**config.mk**
```make
export PLATFORM = sky130hd
export DESIGN_NAME = clc_top
export DESIGN_NICKNAME = d
export VERILOG_FILES = /design/src/rtl/clc_pkg.sv /design/src/rtl/clc_edge_cond.sv /design/src/rtl/clc_storage.sv /design/src/rtl/clc_top.sv
export SDC_FILE = /design/constraint.sdc
export NUM_CORES = 1
export LEC_CHECK = 0
export BUFFER_PORTS_ARGS = -buffer_cell sky130_fd_sc_hd__buf_2
export CELL_PAD_IN_SITES_DETAIL_PLACEMENT = 1
export CELL_PAD_IN_SITES_GLOBAL_PLACEMENT = 2
export CORE_ASPECT_RATIO = 1.4
export CORE_MARGIN = 3
export CORE_UTILIZATION = 37
export CTS_CLUSTER_SIZE = 8
export DETAILED_ROUTE_END_ITERATION = 7
export GPL_TIMING_DRIVEN = 0
export HOLD_SLACK_MARGIN = 0.1
export PLACE_DENSITY = 0.83
export SLEW_MARGIN = 30
export SYNTH_ARGS = -nofsm -noshare
export SYNTH_HDL_FRONTEND = slang
export SYNTH_SLANG_ARGS = --single-unit
export TNS_END_PERCENT = 100
```
**constraint.sdc**
```tcl
create_clock -name clk -period 2 [get_ports clk]
set_input_delay 0.2 -clock clk [delete_from_list [all_inputs] [get_ports clk]]
set_output_delay 0.2 -clock clk [all_outputs]
set_load 0.005 [all_outputs]
```
**src/rtl/clc_pkg.sv**
```systemverilog
// Purpose: Shared constants for the configurable logic cells block.
// Assumes: Configuration bytes are addressed by byte offset in the configuration space.
// Notes: Timing counts are derived from a 40 MHz clock.
package clc_pkg;
    localparam int unsigned CLK_PERIOD_PS = 25000;
    localparam logic [7:0] OFS_EDGE_FILTER = 8'hb5;
    localparam logic [7:0] OFS_TWO_ZERO_ONE = 8'hbb;
    localparam logic [7:0] OFS_THREE_FIVE = 8'hb6;
    localparam logic [7:0] OFS_THREE_SIX = 8'hb7;
    localparam logic [7:0] OFS_THREE_SEVEN = 8'hb8;
    localparam logic [7:0] OFS_THREE_EIGHT = 8'hb9;
    localparam logic [7:0] OFS_FUNC_SEL = 8'hba;
    localparam logic [7:0] OFS_TWO_TWO = 8'hbc;
    localparam logic [7:0] CFG_RESET = 8'h00;
    localparam logic [7:0] FUNC_SEL_WMASK = 8'hf7;
    localparam logic [7:0] TWO_TWO_WMASK = 8'h0f;
    // Edge filter byte fields.
    localparam int EF_MODE_BIT = 0;
    localparam int EF_POL_BIT = 1;
    localparam int EF_EDGE_LSB = 2;
    localparam int EF_TIME_LSB = 4;
    localparam int EF_DLY_LSB = 6;
    // Storage field positions for three-input and two-input cells.
    localparam int T3_LATCH_BIT = 7;
    localparam int T3_PHASE_BIT = 6;
    localparam int T3_INIT_BIT = 5;
    localparam int T3_SET_BIT = 4;
    localparam int T3_LVL_BIT = 3;
    localparam int T2_LATCH_BIT = 3;
    localparam int T2_PHASE_BIT = 2;
    localparam int T2_INIT_BIT = 1;
    localparam int T3_FSEL_LSB = 4;
    localparam int T2_ONE_LSB = 4;
    // Edge mode codes.
    localparam logic [1:0] EDGE_RISE = 2'h0;
    localparam logic [1:0] EDGE_FALL = 2'h1;
    localparam logic [1:0] EDGE_BOTH = 2'h2;
    localparam logic [1:0] EDGE_DELAY = 2'h3;
    // Pulse widths in nanoseconds; code 01 is taken as 250 ns.
    localparam int unsigned T_125_NS = 125;
    localparam int unsigned T_250_NS = 250;
    localparam int unsigned T_375_NS = 375;
    localparam int unsigned T_500_NS = 500;
    localparam int unsigned CYC_125 = (T_125_NS * 1000) / CLK_PERIOD_PS;
    localparam int unsigned CYC_250 = (T_250_NS * 1000) / CLK_PERIOD_PS;
    localparam int unsigned CYC_375 = (T_375_NS * 1000) / CLK_PERIOD_PS;
    localparam int unsigned CYC_500 = (T_500_NS * 1000) / CLK_PERIOD_PS;
    localparam int CNT_W = 5;
    typedef enum logic [2:0] {
        EF_IDLE = 3'b001,
        EF_PULSE = 3'b010,
        EF_WAIT = 3'b100
    } clc_ef_state_t;
endpackage

```
**src/rtl/clc_edge_cond.sv**
```systemverilog
// Purpose: Deglitch filter or edge detector with selectable edge mode and width.
// Assumes: Input is synchronous to clk.
// Notes: Filter passes a level only after it holds for the chosen width.
`timescale 1ns/1ps
module clc_edge_cond
    import clc_pkg::*;
(
    input wire logic clk,
    input wire logic rst_b,
    input wire logic edge_mode,
    input wire logic invert,
    input wire logic [1:0] edge_sel,
    input wire logic [CNT_W-1:0] width_cyc,
    input wire logic sig_in,
    output logic sig_out
);
    logic prev_r;
    logic prev_nxt;
    logic out_r;
    logic out_nxt;
    logic [CNT_W-1:0] cnt_r;
    logic [CNT_W-1:0] cnt_nxt;
    logic rise;
    logic fall;

    always_comb begin
        rise = sig_in && !prev_r;
        fall = !sig_in && prev_r;
        prev_nxt = sig_in;
        out_nxt = out_r;
        cnt_nxt = cnt_r;
        if (!edge_mode || edge_sel == EDGE_DELAY) begin
            // Filter and delay both pass the input level after it is stable for the width.
            if (rise || fall) begin
                cnt_nxt = width_cyc;
            end else if (cnt_r != '0) begin
                cnt_nxt = cnt_r - 1'b1;
                if (cnt_r == CNT_W'(1)) begin
                    out_nxt = sig_in;
                end
            end else begin
                out_nxt = sig_in;
            end
        end else begin
            if ((edge_sel == EDGE_RISE && rise) || (edge_sel == EDGE_FALL && fall)
                    || (edge_sel == EDGE_BOTH && (rise || fall))) begin
                cnt_nxt = width_cyc;
                out_nxt = 1'b1;
            end else if (cnt_r > CNT_W'(1)) begin
                cnt_nxt = cnt_r - 1'b1;
            end else begin
                cnt_nxt = '0;
                out_nxt = 1'b0;
            end
        end
    end

    always_ff @(posedge clk) begin
        if (!rst_b) begin
            prev_r <= 1'b0;
            out_r <= 1'b0;
            cnt_r <= '0;
        end else begin
            prev_r <= prev_nxt;
            out_r <= out_nxt;
            cnt_r <= cnt_nxt;
        end
    end

    assign sig_out = out_r ^ invert;

    chk_polarity_apply: assert property (@(posedge clk) disable iff (!rst_b)
        (edge_mode && edge_sel == EDGE_RISE && sig_in && !prev_r) ##1 $stable(invert)
        |-> (sig_out == !invert))
        else $error("Polarity select not applied.");
    chk_rise_pulse: assert property (@(posedge clk) disable iff (!rst_b)
        (edge_mode && edge_sel == EDGE_RISE && sig_in && !prev_r) |=> out_r)
        else $error("Rising edge gave no pulse.");
endmodule

```
**src/rtl/clc_storage.sv**
```systemverilog
// Purpose: Storage element of one combined cell: flip-flop or latch with reset or set.
// Assumes: Data, clock and control come from the routing matrix, synchronous to clk.
// Notes: The matrix clock is sampled; a flip-flop loads on its sampled rising edge.
`timescale 1ns/1ps
module clc_storage
    import clc_pkg::*;
(
    input wire logic clk,
    input wire logic rst_b,
    input wire logic cfg_load,
    input wire logic latch_mode,
    input wire logic out_phase,
    input wire logic init_high,
    input wire logic ctl_is_set,
    input wire logic ctl_act_high,
    input wire logic d_in,
    input wire logic mclk,
    input wire logic ctl_in,
    output logic q_out
);
    logic q_r;
    logic q_nxt;
    logic mclk_r;
    logic mclk_nxt;
    logic ctl_act;

    always_comb begin
        ctl_act = (ctl_in == ctl_act_high);
        mclk_nxt = mclk;
        q_nxt = q_r;
        if (cfg_load) begin
            q_nxt = init_high;
        end else if (ctl_act) begin
            q_nxt = ctl_is_set;
        end else if (latch_mode) begin
            if (mclk) begin
                q_nxt = d_in;
            end
        end else if (mclk && !mclk_r) begin
            q_nxt = d_in;
        end
    end

    always_ff @(posedge clk) begin
        if (!rst_b) begin
            q_r <= 1'b0;
            mclk_r <= 1'b0;
        end else begin
            q_r <= q_nxt;
            mclk_r <= mclk_nxt;
        end
    end

    assign q_out = q_r ^ out_phase;

    chk_control_forces: assert property (@(posedge clk) disable iff (!rst_b)
        (!cfg_load && ctl_in == ctl_act_high) |=> (q_r == $past(ctl_is_set)))
        else $error("Control input did not force the storage level.");
    chk_phase_select: assert property (@(posedge clk) disable iff (!rst_b)
        cfg_load ##1 $stable(out_phase) |-> (q_out == ($past(init_high) != out_phase)))
        else $error("Output phase does not follow select.");
    chk_init_level: assert property (@(posedge clk) disable iff (!rst_b)
        cfg_load |=> (q_r == $past(init_high)))
        else $error("Initial level not applied on load.");
    chk_ff_hold: assert property (@(posedge clk) disable iff (!rst_b)
        (!cfg_load && ctl_in != ctl_act_high && !latch_mode && !(mclk && !mclk_r))
        |=> $stable(q_r))
        else $error("Flip-flop changed without a clock edge.");
endmodule

```
**src/rtl/clc_top.sv**
```systemverilog
// Purpose: Configurable logic cells: edge conditioner plus three two-input and four
//   three-input combined cells, each a table or a storage element.
// Assumes: Configuration bytes are written through a byte port at documented offsets;
//   matrix signals are synchronous to clk.
// Notes: cfg_load marks the end of configuration loading and applies initial levels.
`timescale 1ns/1ps
module clc_top
    import clc_pkg::*;
(
    input wire logic clk,
    input wire logic rst_b,
    input wire logic cfg_we,
    input wire logic [7:0] cfg_addr,
    input wire logic [7:0] cfg_wdata,
    output logic [7:0] cfg_rdata,
    input wire logic cfg_load,
    input wire logic cond_in,
    output logic cond_out,
    input wire logic dly_in,
    output logic dly_out,
    input wire logic [1:0] two_in_a,
    input wire logic [1:0] two_in_b,
    input wire logic [1:0] two_in_c,
    output logic [2:0] two_out,
    input wire logic [2:0] three_in_five,
    input wire logic [2:0] three_in_six,
    input wire logic [2:0] three_in_seven,
    input wire logic [2:0] three_in_eight,
    output logic [3:0] three_out
);
    import clc_pkg::*;

    logic [7:0] edge_cfg_r;
    logic [7:0] edge_cfg_nxt;
    logic [7:0] two01_cfg_r;
    logic [7:0] two01_cfg_nxt;
    logic [7:0] two2_cfg_r;
    logic [7:0] two2_cfg_nxt;
    logic [7:0] fsel_r;
    logic [7:0] fsel_nxt;
    logic [7:0] three_cfg_r [4];
    logic [7:0] three_cfg_nxt [4];
    logic [7:0] rdata_nxt;
    logic [3:0] two_nib [3];
    logic [1:0] two_ins [3];
    logic [2:0] three_ins [4];
    logic [2:0] two_q;
    logic [3:0] three_q;

    function automatic logic [CNT_W-1:0] width_of(input logic [1:0] code);
        logic [CNT_W-1:0] w;
        case (code)
            2'h0: w = CNT_W'(CYC_125);
            2'h1: w = CNT_W'(CYC_250);
            2'h2: w = CNT_W'(CYC_375);
            default: w = CNT_W'(CYC_500);
        endcase
        return w;
    endfunction

    always_comb begin
        edge_cfg_nxt = edge_cfg_r;
        two01_cfg_nxt = two01_cfg_r;
        two2_cfg_nxt = two2_cfg_r;
        fsel_nxt = fsel_r;
        for (int i = 0; i < 4; i++) begin
            three_cfg_nxt[i] = three_cfg_r[i];
        end
        if (cfg_we) begin
            case (cfg_addr)
                OFS_EDGE_FILTER: edge_cfg_nxt = cfg_wdata;
                OFS_TWO_ZERO_ONE: two01_cfg_nxt = cfg_wdata;
                OFS_TWO_TWO: two2_cfg_nxt = cfg_wdata & TWO_TWO_WMASK;
                OFS_FUNC_SEL: fsel_nxt = cfg_wdata & FUNC_SEL_WMASK;
                OFS_THREE_FIVE: three_cfg_nxt[0] = cfg_wdata;
                OFS_THREE_SIX: three_cfg_nxt[1] = cfg_wdata;
                OFS_THREE_SEVEN: three_cfg_nxt[2] = cfg_wdata;
                OFS_THREE_EIGHT: three_cfg_nxt[3] = cfg_wdata;
                default: ;
            endcase
        end
        case (cfg_addr)
            OFS_EDGE_FILTER: rdata_nxt = edge_cfg_r;
            OFS_TWO_ZERO_ONE: rdata_nxt = two01_cfg_r;
            OFS_TWO_TWO: rdata_nxt = two2_cfg_r;
            OFS_FUNC_SEL: rdata_nxt = fsel_r;
            OFS_THREE_FIVE: rdata_nxt = three_cfg_r[0];
            OFS_THREE_SIX: rdata_nxt = three_cfg_r[1];
            OFS_THREE_SEVEN: rdata_nxt = three_cfg_r[2];
            OFS_THREE_EIGHT: rdata_nxt = three_cfg_r[3];
            default: rdata_nxt = CFG_RESET;
        endcase
    end

    always_ff @(posedge clk) begin
        if (!rst_b) begin
            edge_cfg_r <= CFG_RESET;
            two01_cfg_r <= CFG_RESET;
            two2_cfg_r <= CFG_RESET;
            fsel_r <= CFG_RESET;
            cfg_rdata <= CFG_RESET;
            for (int i = 0; i < 4; i++) begin
                three_cfg_r[i] <= CFG_RESET;
            end
        end else begin
            edge_cfg_r <= edge_cfg_nxt;
            two01_cfg_r <= two01_cfg_nxt;
            two2_cfg_r <= two2_cfg_nxt;
            fsel_r <= fsel_nxt;
            cfg_rdata <= rdata_nxt;
            for (int i = 0; i < 4; i++) begin
                three_cfg_r[i] <= three_cfg_nxt[i];
            end
        end
    end

    // Deglitch filter or edge detector.
    clc_edge_cond u_cond (
        .clk(clk),
        .rst_b(rst_b),
        .edge_mode(edge_cfg_r[EF_MODE_BIT]),
        .invert(edge_cfg_r[EF_POL_BIT]),
        .edge_sel(edge_cfg_r[EF_EDGE_LSB +: 2]),
        .width_cyc(width_of(edge_cfg_r[EF_TIME_LSB +: 2])),
        .sig_in(cond_in),
        .sig_out(cond_out)
    );

    // Programmable delay with edge detector: edge mode tied on, no inversion; code 3 selects the delay path.
    clc_edge_cond u_dly (
        .clk(clk),
        .rst_b(rst_b),
        .edge_mode(1'b1),
        .invert(1'b0),
        .edge_sel(edge_cfg_r[EF_DLY_LSB +: 2]),
        .width_cyc(width_of(edge_cfg_r[EF_TIME_LSB +: 2])),
        .sig_in(dly_in),
        .sig_out(dly_out)
    );

    assign two_nib[0] = two01_cfg_r[3:0];
    assign two_nib[1] = two01_cfg_r[T2_ONE_LSB +: 4];
    assign two_nib[2] = two2_cfg_r[3:0];
    assign two_ins[0] = two_in_a;
    assign two_ins[1] = two_in_b;
    assign two_ins[2] = two_in_c;
    assign three_ins[0] = three_in_five;
    assign three_ins[1] = three_in_six;
    assign three_ins[2] = three_in_seven;
    assign three_ins[3] = three_in_eight;

    // Two-input cells: input 0 is data, input 1 the matrix clock in storage mode.
    for (genvar g = 0; g < 3; g++) begin : g_two
        clc_storage u_st (
            .clk(clk),
            .rst_b(rst_b),
            .cfg_load(cfg_load),
            .latch_mode(two_nib[g][T2_LATCH_BIT]),
            .out_phase(two_nib[g][T2_PHASE_BIT]),
            .init_high(two_nib[g][T2_INIT_BIT]),
            .ctl_is_set(1'b0),
            .ctl_act_high(1'b1),
            .d_in(two_ins[g][0]),
            .mclk(two_ins[g][1]),
            .ctl_in(1'b0),
            .q_out(two_q[g])
        );
        assign two_out[g] = fsel_r[g] ? two_q[g] : two_nib[g][two_ins[g]];
    end

    // Three-input cells: inputs are data, matrix clock and reset or set in storage mode.
    for (genvar g = 0; g < 4; g++) begin : g_three
        logic [7:0] tbl;
        clc_storage u_st (
            .clk(clk),
            .rst_b(rst_b),
            .cfg_load(cfg_load),
            .latch_mode(three_cfg_r[g][T3_LATCH_BIT]),
            .out_phase(three_cfg_r[g][T3_PHASE_BIT]),
            .init_high(three_cfg_r[g][T3_INIT_BIT]),
            .ctl_is_set(three_cfg_r[g][T3_SET_BIT]),
            .ctl_act_high(three_cfg_r[g][T3_LVL_BIT]),
            .d_in(three_ins[g][0]),
            .mclk(three_ins[g][1]),
            .ctl_in(three_ins[g][2]),
            .q_out(three_q[g])
        );
        assign tbl = three_cfg_r[g];
        assign three_out[g] = fsel_r[T3_FSEL_LSB + g] ? three_q[g]
                                                       : tbl[three_ins[g]];
    end

    chk_table_mode: assert property (@(posedge clk) disable iff (!rst_b)
        !fsel_r[T3_FSEL_LSB] |-> three_out[0] == three_cfg_r[0][three_in_five])
        else $error("Table output wrong for cell five.");
    chk_two_table: assert property (@(posedge clk) disable iff (!rst_b)
        !fsel_r[0] |-> two_out[0] == two01_cfg_r[two_in_a])
        else $error("Two-input table output wrong.");
    chk_fsel_write: assert property (@(posedge clk) disable iff (!rst_b)
        (cfg_we && cfg_addr == OFS_FUNC_SEL) |=> fsel_r[3] == 1'b0)
        else $error("Reserved function select bit stored.");
endmodule

```
* Yosys cells after proc, flatten, opt, wreduce, memory -nomap -nowiden
Memories as Yosys holds them, arrays and structs flattened. Cells that the tools add are included.
Storage, ports and cells: register bits 63, latch bits 0, RAM bits 32, memory bits (read-only) 0, bits of input ports 40, output and inout bits 17, word-level logic and storage cells 235, memories 1
Operators by class: $add $sub $neg 2, multipliers 0, divide/modulo/power cells 0, order comparisons 9, eq/ne operators 37, shift-type cells 0, multiplexer cells 88, bitwise gates (word level) 12, reductions and logical operators 61
Memory list:
- three_cfg_r | words 4, width 8, read ports 4, clocked after memory_dff 0, wr ports 4, line clc_top.sv:41 | logic [7:0] three_cfg_r [4];
Operator list (count):
- 8-bit equality test, second input constant | 8
- 8-bit 2-to-1 mux | 8
- 8-bit case mux with 8 select lines | 1
- 1-bit 2-to-1 mux | 60
- 5-bit 2-to-1 mux | 10
- 32-bit 2-to-1 mux | 1
- 2-bit AND reduction | 11
- 3-bit != test, second input constant | 7
- 1-bit logical AND | 17
- 3-bit by 4-bit less-than comparator with 1-bit output, second input constant | 4
- 4-bit by 3-bit != test with 1-bit output, second input constant | 4
- 4-bit nonzero test | 4
- 5-bit case mux with 3 select lines | 1
- 1-bit binary-select mux with 3-bit select | 4
- 1-bit logical NOT | 12
- 2-bit equality test, second input constant | 5
- 5-bit by 1-bit equality test with 1-bit output, second input constant | 2
- 5-bit by 1-bit > comparator with 1-bit output, second input constant | 2
- 5-bit nonzero test | 2
- 5-bit by 1-bit subtractor with 5-bit output, second input constant | 2
- 2-bit by 3-bit less-than comparator with 1-bit output, second input constant | 3
- 3-bit nonzero test | 3
- 1-bit XOR | 8
- 1-bit logical OR | 7
- other kinds (8) | 23

* Depth between registers and ports, before layout
Gate-level depths: netlist (run 1).
depth after elaboration 7, gate-level depth with buffers 6, depth with buffers taken out 6

* Hierarchy
A second synthesis (run 1) with hierarchy kept.
Second synthesis, totals: cell total of the unflattened synthesis 579, area, all modules 5335.1 um2
Modules (own cells, without submodules):
- clc_top | times used 1, cells an instance 347, area each 3388.2 um2, sequential area each 1341.3 um2
- clc_edge_cond | times used 2, cells an instance 67, area each 570.5 um2, sequential area each 140.1 um2
- clc_storage | times used 7, cells an instance 14, area each 115.1 um2, sequential area each 40.0 um2

* Worst setup path before layout (run 1)
OpenSTA, ideal clock, no wires.
path type register to register, start reg u_cond.cnt_r[0], end reg u_cond.cnt_r[0], library setup time 0.095 ns, arrival time 1.559 ns, required time 1.905 ns, setup slack 0.345 ns, cell stages (with the launch flop) 7, buffers on the path 0, period minus slack after synthesis 1.655 ns, path through dfxtp_1 -> inv_1 -> ha_1 -> nor4b_1 -> xnor2_1 -> nand2_1 -> a221oi_1
Between the ends: cells in the longest elaborated chain, start to end 4, elaborated cells on any way between the ends 9, classes of those cells add/sub: 1; order compare: 1; eq/ne: 1; mux: 5; reduce/logical: 1
RTL lines:
- start, declared | line clc_edge_cond.sv:21 | logic [CNT_W-1:0] cnt_r;
- start signal, assigned | line clc_edge_cond.sv:66 | cnt_r <= cnt_nxt;
- 5-bit by 1-bit subtractor with 5-bit output or 5-bit by 1-bit > comparator with 1-bit output (tied branches) | line clc_edge_cond.sv:37, clc_edge_cond.sv:50, clc_edge_cond.sv:49
- 5-bit 2-to-1 mux, on equally long branches | line clc_edge_cond.sv:49, clc_edge_cond.sv:36
- 5-bit 2-to-1 mux, on equally long branches | line clc_edge_cond.sv:45, clc_edge_cond.sv:34
- 5-bit 2-to-1 mux | line clc_edge_cond.sv:32 | if (!edge_mode || edge_sel == EDGE_DELAY) begin
Several ways; a longest one is shown, not always the timed one. The select of a mux whose other input is x is not followed. A chain may end at the register's enable or synchronous reset.

* Worst setup path in the final report (run 1)
start reg u_cond.prev_r, end reg u_cond.cnt_r[3]
Between the ends: cells in the longest elaborated chain, start to end 7, elaborated cells on any way between the ends 13, classes of those cells eq/ne: 1; mux: 3; reduce/logical: 9
RTL lines:
- start, declared | line clc_edge_cond.sv:17 | logic prev_r;
- start signal, assigned | line clc_edge_cond.sv:64 | prev_r <= prev_nxt;
- 1-bit logical NOT | line clc_edge_cond.sv:27 | rise = sig_in && !prev_r;
- 1-bit logical AND | line clc_edge_cond.sv:27
- 1-bit logical AND or 1-bit logical OR (tied branches) | line clc_edge_cond.sv:45, clc_edge_cond.sv:34, clc_edge_cond.sv:46
- 1-bit logical OR or 1-bit logical AND (tied branches) | line clc_edge_cond.sv:45, clc_edge_cond.sv:46
- 1-bit logical OR | line clc_edge_cond.sv:46 | || (edge_sel == EDGE_BOTH && (rise || fall))) begin
- 5-bit 2-to-1 mux | line clc_edge_cond.sv:45 | if ((edge_sel == EDGE_RISE && rise) || (edge_sel == EDGE_FALL && fall)
- 5-bit 2-to-1 mux | line clc_edge_cond.sv:32
Several ways; a longest one is shown, not always the timed one.

==> summary.md, run 1 <==
| Metric | Value |
|---|---|
| Status | `finished clean` |
| Final GP Congestion | `0.848` |
| DRC Markers | `0` |
| Worst VDD drop | `approximately 0.38 mV` |
| Site row count | `50` |
| Max Fanout on Critical Path | `8` |
| Area leader, netlist | `dfxtp_1` |
| Crit path kind | `reg2reg` |
| Reg area | `approximately 1900 µm²` |
| Clk slew on worst S/H paths | `around 70 ps` |
| First-pass GRT wire length | `approximately 25 mm` |
| Clock Power Share | `between 30 and 40%` |
| Total power draw | `roughly 4400 µW` |
| Total core area | `between 10000 and 15000 µm²` |
| Mapped Cells | `between 500 and 600` |
| DP Area | `~5600 µm²` |
| Synth-to-Final Area Change | `15.9%` |
| Sw Ratio | `a little over a quarter` |
| DIE AREA | `~15000 µm²` |
| Prevailing post-synth register cell | `dfxtp_1` |
| Worst rel slew slack | `a little under half` |
| Initial Util | `between 30% and 40%` |
| Pint | `between 3000 and 4000 µW` |
| Total routed wirelength | `~15 mm` |
| Crit path DAT | `between 1500 and 2000 ps` |
| WL met3 | `about 550 µm` |
| EDFF count, synth | `0` |
| Clk buf depth | `2` |
| All-Layer GR Usage | `about a fifth` |
| Detailed Place HPWL | `11.7 mm` |
| CTS sink cnt | `95` |
| Post-synthesis async set-or-reset flop share | `0%` |
| Clock Root Buffer | `clkbuf_16` |
| Hold Path Class | `in2reg` |
| Pre-CTS WS | `around 20 ps` |
| Sequential fraction of the synthesis area | `a little under two fifths` |
| IO Port Bufs | `roughly 50` |
| Top routing layer used | `met4` |
| CTS tree | `yes` |
| Nets | `651` |
| Max Clock Freq | `between 500 and 600 MHz` |
| First-pass DRT Iterations | `4` |
| Min Tclk post-route | `1770 ps` |
| Final instance area | `just under 6000 µm²` |
| IO Pins | `57` |
| Share of layout cells above drive strength 1 | `between 10% and 20%` |
| Diode count | `0` |
| GR Overflow Total | `0` |
| Multi-input logic area | `between 3000 and 4000 µm²` |
| Synth Net Count | `between 500 and 600` |
| Top cell type's share of synthesized area | `between 30 and 40%` |
| Clk_lat worst skew | `around 350 ps` |
| Initial antenna violation count | `0` |
| WL met1 | `approximately 6.7 mm` |
| Die X | `about 110 µm` |
| Worst setup SP type | `register` |
| Setup TNS | `0 ps` |
| Worst EP required | `about 2200 ps` |
| Least-Margin Pin Slew | `approximately 790 ps` |
| PnR worst setup slack | `approximately 230 ps` |
| Ys Warns | `0` |
| Final hold violations | `0` |
| Combinational share of power | `between 10 and 15%` |
| Vias in the first global route | `approximately 4.5k` |
| Top post-synthesis cells by area | `dfxtp_1 (37%), mux2i_1 (13%), mux4_2 (7.9%)` |
| RSZ-0062 raised after global routing | `false` |
| Synth unique cells | `60` |
| Fin crit share | `between 80% and 90%` |
| H-tree depth | `3` |
| Register share of total power | `between 40 and 50%` |
| DR WL met2 | `around 8.0 mm` |
| # setup viols final | `0` |
| Avg Inst Size Synth | `about 9.6 µm²` |
| LEAKAGE | `approximately 0.0023 µW` |
| Total net switching power | `about 1200 µW` |
| Flops & latches, synth | `95` |
| Pwr per Cell Area | `between 700 and 800 nW/µm²` |
| Final Slew Violations | `0` |
| Routed Antenna Nets | `0` |
| Synthesized area | `approximately 5100 µm²` |
| Die span in y | `145 µm` |
| CTS buffer count | `9` |
| Vias per cell | `between 5 and 6` |
| Routed len/inst | `around 20 µm` |
| Initial drt markers | `roughly 120` |
| Worst clock skew | `~5.6 ps` |
| Crit end category | `register` |
| DR vias | `roughly 4.3k` |
| Final-layout fill cell count | `between 1.5k and 2k` |
| Largest net degree at the start of global routing | `17` |
| Number of max-cap violations | `0` |
| Postcts setup bufs | `0` |
logic make-up after synthesis:
kind of cell | Yosys count | share of synthesized area (%)
adders and majority gates | 14 | 3.42
muxes | 93 | 22.8
buffers and inverters | 50 | 4.20
AOI/OAI and AO/OA | 88 | 12.0
xor gates and xnor gates | 20 | 3.42
and+or+nand+nor | 172 | 17.1
DFF | 95 | 37.1
synthesized netlist by cell type (2+ instances only):
| master | number |
|---|---|
| mux4_2 | 18 |
| a21oi_1 | 19 |
| nand3b_1 | 7 |
| o211ai_1 | 2 |
| nor4_1 | 2 |
| buf_1 | 2 |
| and2_1 | 4 |
| xor2_1 | 11 |
| nand3_1 | 9 |
| a31oi_1 | 2 |
| buf_2 | 6 |
| inv_1 | 22 |
| dfxtp_1 | 95 |
| or3_1 | 3 |
| nor3_1 | 5 |
| a22oi_1 | 8 |
| nand2_1 | 29 |
| a211oi_1 | 5 |
| a41oi_1 | 2 |
| nor2_1 | 83 |
| o21ai_0 | 16 |
| xnor2_1 | 9 |
| a311o_1 | 4 |
| o21a_1 | 2 |
| nor2b_1 | 6 |
| a22o_1 | 10 |
| o32ai_1 | 4 |
| mux2i_1 | 65 |
| nor3_4 | 6 |
| mux2_2 | 10 |
| clkbuf_1 | 15 |
| nand2b_1 | 5 |
| o31ai_1 | 3 |
| nand4_1 | 3 |
| buf_6 | 2 |
| ha_1 | 14 |
stage by stage:
| stage | utilization [%] | instances | hold slack, ps |
|---|---|---|---|
| floorplan | - | 532 | 322 |
| global placement | 41.7 | 765 | 436 |
| detailed placement | 41.7 | 765 | 445 |
| CTS | 44.2 | 784 | 119 |
| global route | 44.2 | 784 | 144 |
| finish | 44.2 | 784 | 130 |
power groups by stage:
stage | combinational [µW] | sequential, µW | clock (µW)
6_report | 633 | 2010 | 1750
5_1_grt | 699 | 2010 | 1860
4_1_cts | 638 | 2010 | 1780
3_5_place_dp | 625 | 2050 | 0
3_3_place_gp | 605 | 2040 | 0
2_1_floorplan | 425 | 2030 | 0
metal layers:
layer,track usage (%),up-vias
met1,25.6,2130
met5,0,-
met3,3.52,14
li1,-,2054
met2,37.0,81
met4,4.93,0
sequential cells by signal (all words and copies together), names as in the netlist, 5 cells and up:
signal        cells
three_cfg_r      32
two01_cfg_r       8
u_dly.cnt_r       5
cfg_rdata         8
fsel_r            7
u_cond.cnt_r      5
edge_cfg_r        8
worst paths after layout:
path	start	slack [ps]	cells after the start	end
worst min register to register	two2_cfg_r[0]$_SDFFE_PN0P_	480	2	two2_cfg_r[0]$_SDFFE_PN0P_
worst max register to register	u_cond.prev_r$_SDFF_PN0_	230	5	u_cond.cnt_r[3]$_SDFFE_PN0P_
worst min-delay path	three_in_six[1]	130	3	g_three[1].u_st.mclk_r$_SDFF_PN0_
worst max-delay path	u_cond.prev_r$_SDFF_PN0_	230	5	u_cond.cnt_r[3]$_SDFFE_PN0P_
area by class of cell:
class	count	area share, %
inverters	23	1.45
repair buffers	54	4.80
well taps	182	3.83
clock buffers	9	3.79
clock inverters	7	1.22
flip-flops and latches	95	32.0
multi-input cells	387	50.7
plain buffers	27	2.17
cell usage in the layout (no fill, tap or decap), types with 9 or more instances in the layout:
cell,instances
inv_1,22
dfxtp_1,95
buf_2,57
a21oi_1,19
nand2_1,29
o21ai_0,16
xor2_1,11
nand3_1,9
nor2_1,83
mux4_2,18
ha_1,14
clkbuf_16,9
mux2_2,10
mux2i_1,65
xnor2_1,9
a22o_1,10
clkbuf_1,15
worst max-delay path: stages, from the launching register on:
cell,delay [ps]
dfxtp_1,320
ha_1,380
nand2b_1,180
a41oi_1,350
o32a_1,280
o31ai_1,100
repair_timing:
| action | 4_1_cts | 5_1_grt |
|---|---|---|
| hold buffers | 3 | 0 |
| gates resized for setup | 1 | 0 |
| setup endpoints to repair | 1 | 0 |
| hold endpoints to repair | 3 | 0 |
Note: power is estimated with default switching activity, not from simulation.
==> run 2, diff against run 1 <==
Settings changed: PLACE_DENSITY 0.83 to not set, PLACE_DENSITY_LB_ADDON set to 0.1.
==> summary.md, run 2 (synthesized netlist as in run 1, its figures left out) <==
| Metric | Value |
|---|---|
| Die X | `105 µm (unchanged)` |
| Crit path DAT | `2060 ps (+90 ps)` |
| Worst VDD drop | `0.351 mV (-7.5%)` |
| Setup TNS | `0 ps (unchanged)` |
| Initial antenna violation count | `0 (unchanged)` |
| All-Layer GR Usage | `21.9% (+1.3 points)` |
| Total routed wirelength | `16.2 mm (+5.2%)` |
| Routed len/inst | `20.7 µm (+5.2%)` |
| Buffers & Inverters on Critical Path | `1 (+1)` |
| Min Tclk post-route | `1820 ps (+47.8 ps)` |
| Crit path kind | `reg2reg` |
| Slowest CP cell | `dfxtp_1` |
| Status | `finished clean` |
| Most common cell after layout, fill and taps aside | `dfxtp_1` |
| Clock Root Buffer | `clkbuf_16` |
| Worst rel slew slack | `46.8% (-0.74 points)` |
| H-tree depth | `3 (unchanged)` |
| DR vias | `4239 (-0.93%)` |
| Max Clock Freq | `550 MHz (-2.6%)` |
| Hold_ws | `126 ps (-4.27 ps)` |
| Clk buf depth | `2 (unchanged)` |
| Worst setup SP type | `register` |
| Hold Path Class | `in2reg` |
| Register bank with the most flops | `three_cfg_r` |
| Final GP Congestion | `0.815 (-3.9%)` |
| Pwr per Cell Area | `724 nW/µm² (-2.0%)` |
| Cell Chain, Critical Path | `inv_1, ha_1, mux2_2, o21ai_0, a31oi_1, o32ai_1` |
| Fin crit share | `90.9% (+2.4 points)` |
| Worst EP required | `2240 ps (+40 ps)` |
| Share of layout cells above drive strength 1 | `19.9% (+0.17 points)` |
| Site row count | `50 (unchanged)` |
| Clk slew on worst S/H paths | `70 ps (about the same)` |
| Crit path max-delay family | `compound AO/OA/AOI/OAI gates` |
| # setup viols final | `0 (unchanged)` |
| IO Port Bufs | `51 (unchanged)` |
| First-pass DRT Iterations | `4 (unchanged)` |
| Synth-to-Final Area Change | `15.7%` |
| Number of max-cap violations | `0 (unchanged)` |
| GR Overflow Total | `0 (unchanged)` |
| Diode count | `0 (unchanged)` |
| Clk_lat worst skew | `340 ps (about the same)` |
| Crit end category | `register` |
| Delay of the slowest critical-path stage | `340 ps (-40 ps)` |
| Initial Util | `38.1% (unchanged)` |
| CTS buffer count | `9 (unchanged)` |
| Fin cells | `784 (unchanged)` |
| Final Slew Violations | `0 (unchanged)` |
| DP Cell Count | `766 (+0.13%)` |
| Final instance area | `5930 µm² (-0.21%)` |
| Largest net degree at the start of global routing | `17 (unchanged)` |
| DRC Markers | `0 (unchanged)` |
| Most frequent cells in the layout | `dfxtp_1 (95), nor2_1 (83), mux2i_1 (65)` |
| Vias in the first global route | `4589 (+1.3%)` |
| LEAKAGE | `0.00231 µW (-0.38%)` |
| Least-Margin Pin Slew | `798 ps (+11.2 ps)` |
| CTS sink cnt | `95 (unchanged)` |
| Max FFs per register | `32 (unchanged)` |
| Final hold violations | `0 (unchanged)` |
| Detailed Place HPWL | `12.6 mm (+7.4%)` |
| Routed Antenna Nets | `0 (unchanged)` |
| RSZ-0062 raised after global routing | `false` |
| Total core area | `13500 µm² (unchanged)` |
| Vias per cell | `5.41 (-0.93%)` |
| IO Pins | `57 (unchanged)` |
| Worst clock skew | `5.90 ps (+0.245 ps)` |
| Initial drt markers | `179 (+47%)` |
| Nets | `651 (unchanged)` |
| Max Fanout on Critical Path | `5 (-3)` |
| DP Area | `5620 µm² (+0.20%)` |
| First-pass GRT wire length | `25.9 mm (+4.1%)` |
| CTS tree | `yes` |
| DIE AREA | `15300 µm² (unchanged)` |
| Die span in y | `145 µm (unchanged)` |
## run 2: cell types whose count changed in the layout (fill, tap and decap cells not counted), sizes merged
cell	delta
buf	+1
dlygate4sd3	-1
clkbuf	+1
bufinv	-1
clkinvlp	+1
clkinv	-1
## run 2: cell type report
type | instances | area (µm²)
Multi-Input combinational cell | 387 | 3020
Clock inverter | 6 | 45.0
Buffer | 27 | 129
Tap cell | 182 | 228
Timing Repair Buffer | 54 | 287
Clock buffer | 10 | 239
Fill cell | 1573 | 7520
Sequential cell | 95 | 1900
Inverter | 23 | 86.3
## run 2: worst paths after layout
check	from	to	slack [ps]	cells past startpoint
hold reg to reg	two2_cfg_r[3]$_SDFFE_PN0P_	two2_cfg_r[3]$_SDFFE_PN0P_	500	2
setup / recovery	u_dly.prev_r$_SDFF_PN0_	u_dly.cnt_r[2]$_SDFFE_PN0P_	180	6
hold / removal	two_in_b[1]	g_two[1].u_st.mclk_r$_SDFF_PN0_	130	2
setup reg to reg	u_dly.prev_r$_SDFF_PN0_	u_dly.cnt_r[2]$_SDFFE_PN0P_	180	6
## run 2: metal layers
layer  part of all wire [%]  GRT usage [%]
met1                     41           25.5
met2                     52           39.7
met3                    4.1           3.29
met4                    3.2           8.75
met5                      0              0
## run 2: where the power goes
part | switching (µW) | leakage [µW] | total [µW] | internal [µW]
Sequential | 55.7 | 0.000771 | 2000 | 1950
Combinational | 369 | 0.00141 | 635 | 266
Clock | 772 | 0.000131 | 1650 | 882
Total | 1200 | 0.00231 | 4290 | 3100
## run 2: worst register-to-register path, stage by stage, from the launching register on
cell	delay, ps
dfxtp_1	340
inv_1	50
ha_1	190
mux2_2	300
o21ai_0	250
a31oi_1	260
o32ai_1	350
## run 2: metrics by stage
stage                     setup WS, ps  total power, µW  utilization (%)
after global placement            -114             2660             41.7
after CTS                          151             4340             44.1
final                              182             4290             44.1
after global routing              46.2             4500             44.1
after floorplan                    345             2460                -
after detailed placement         -24.8             2680             41.8
## run 2: what timing repair did
action | CTS | global route
hold buffers | 2 | 0
endpoints found under the hold margin | 2 | 0
resized for setup | 1 | 0
setup buffers | 0 | 0
setup endpoints to repair | 1 | 0
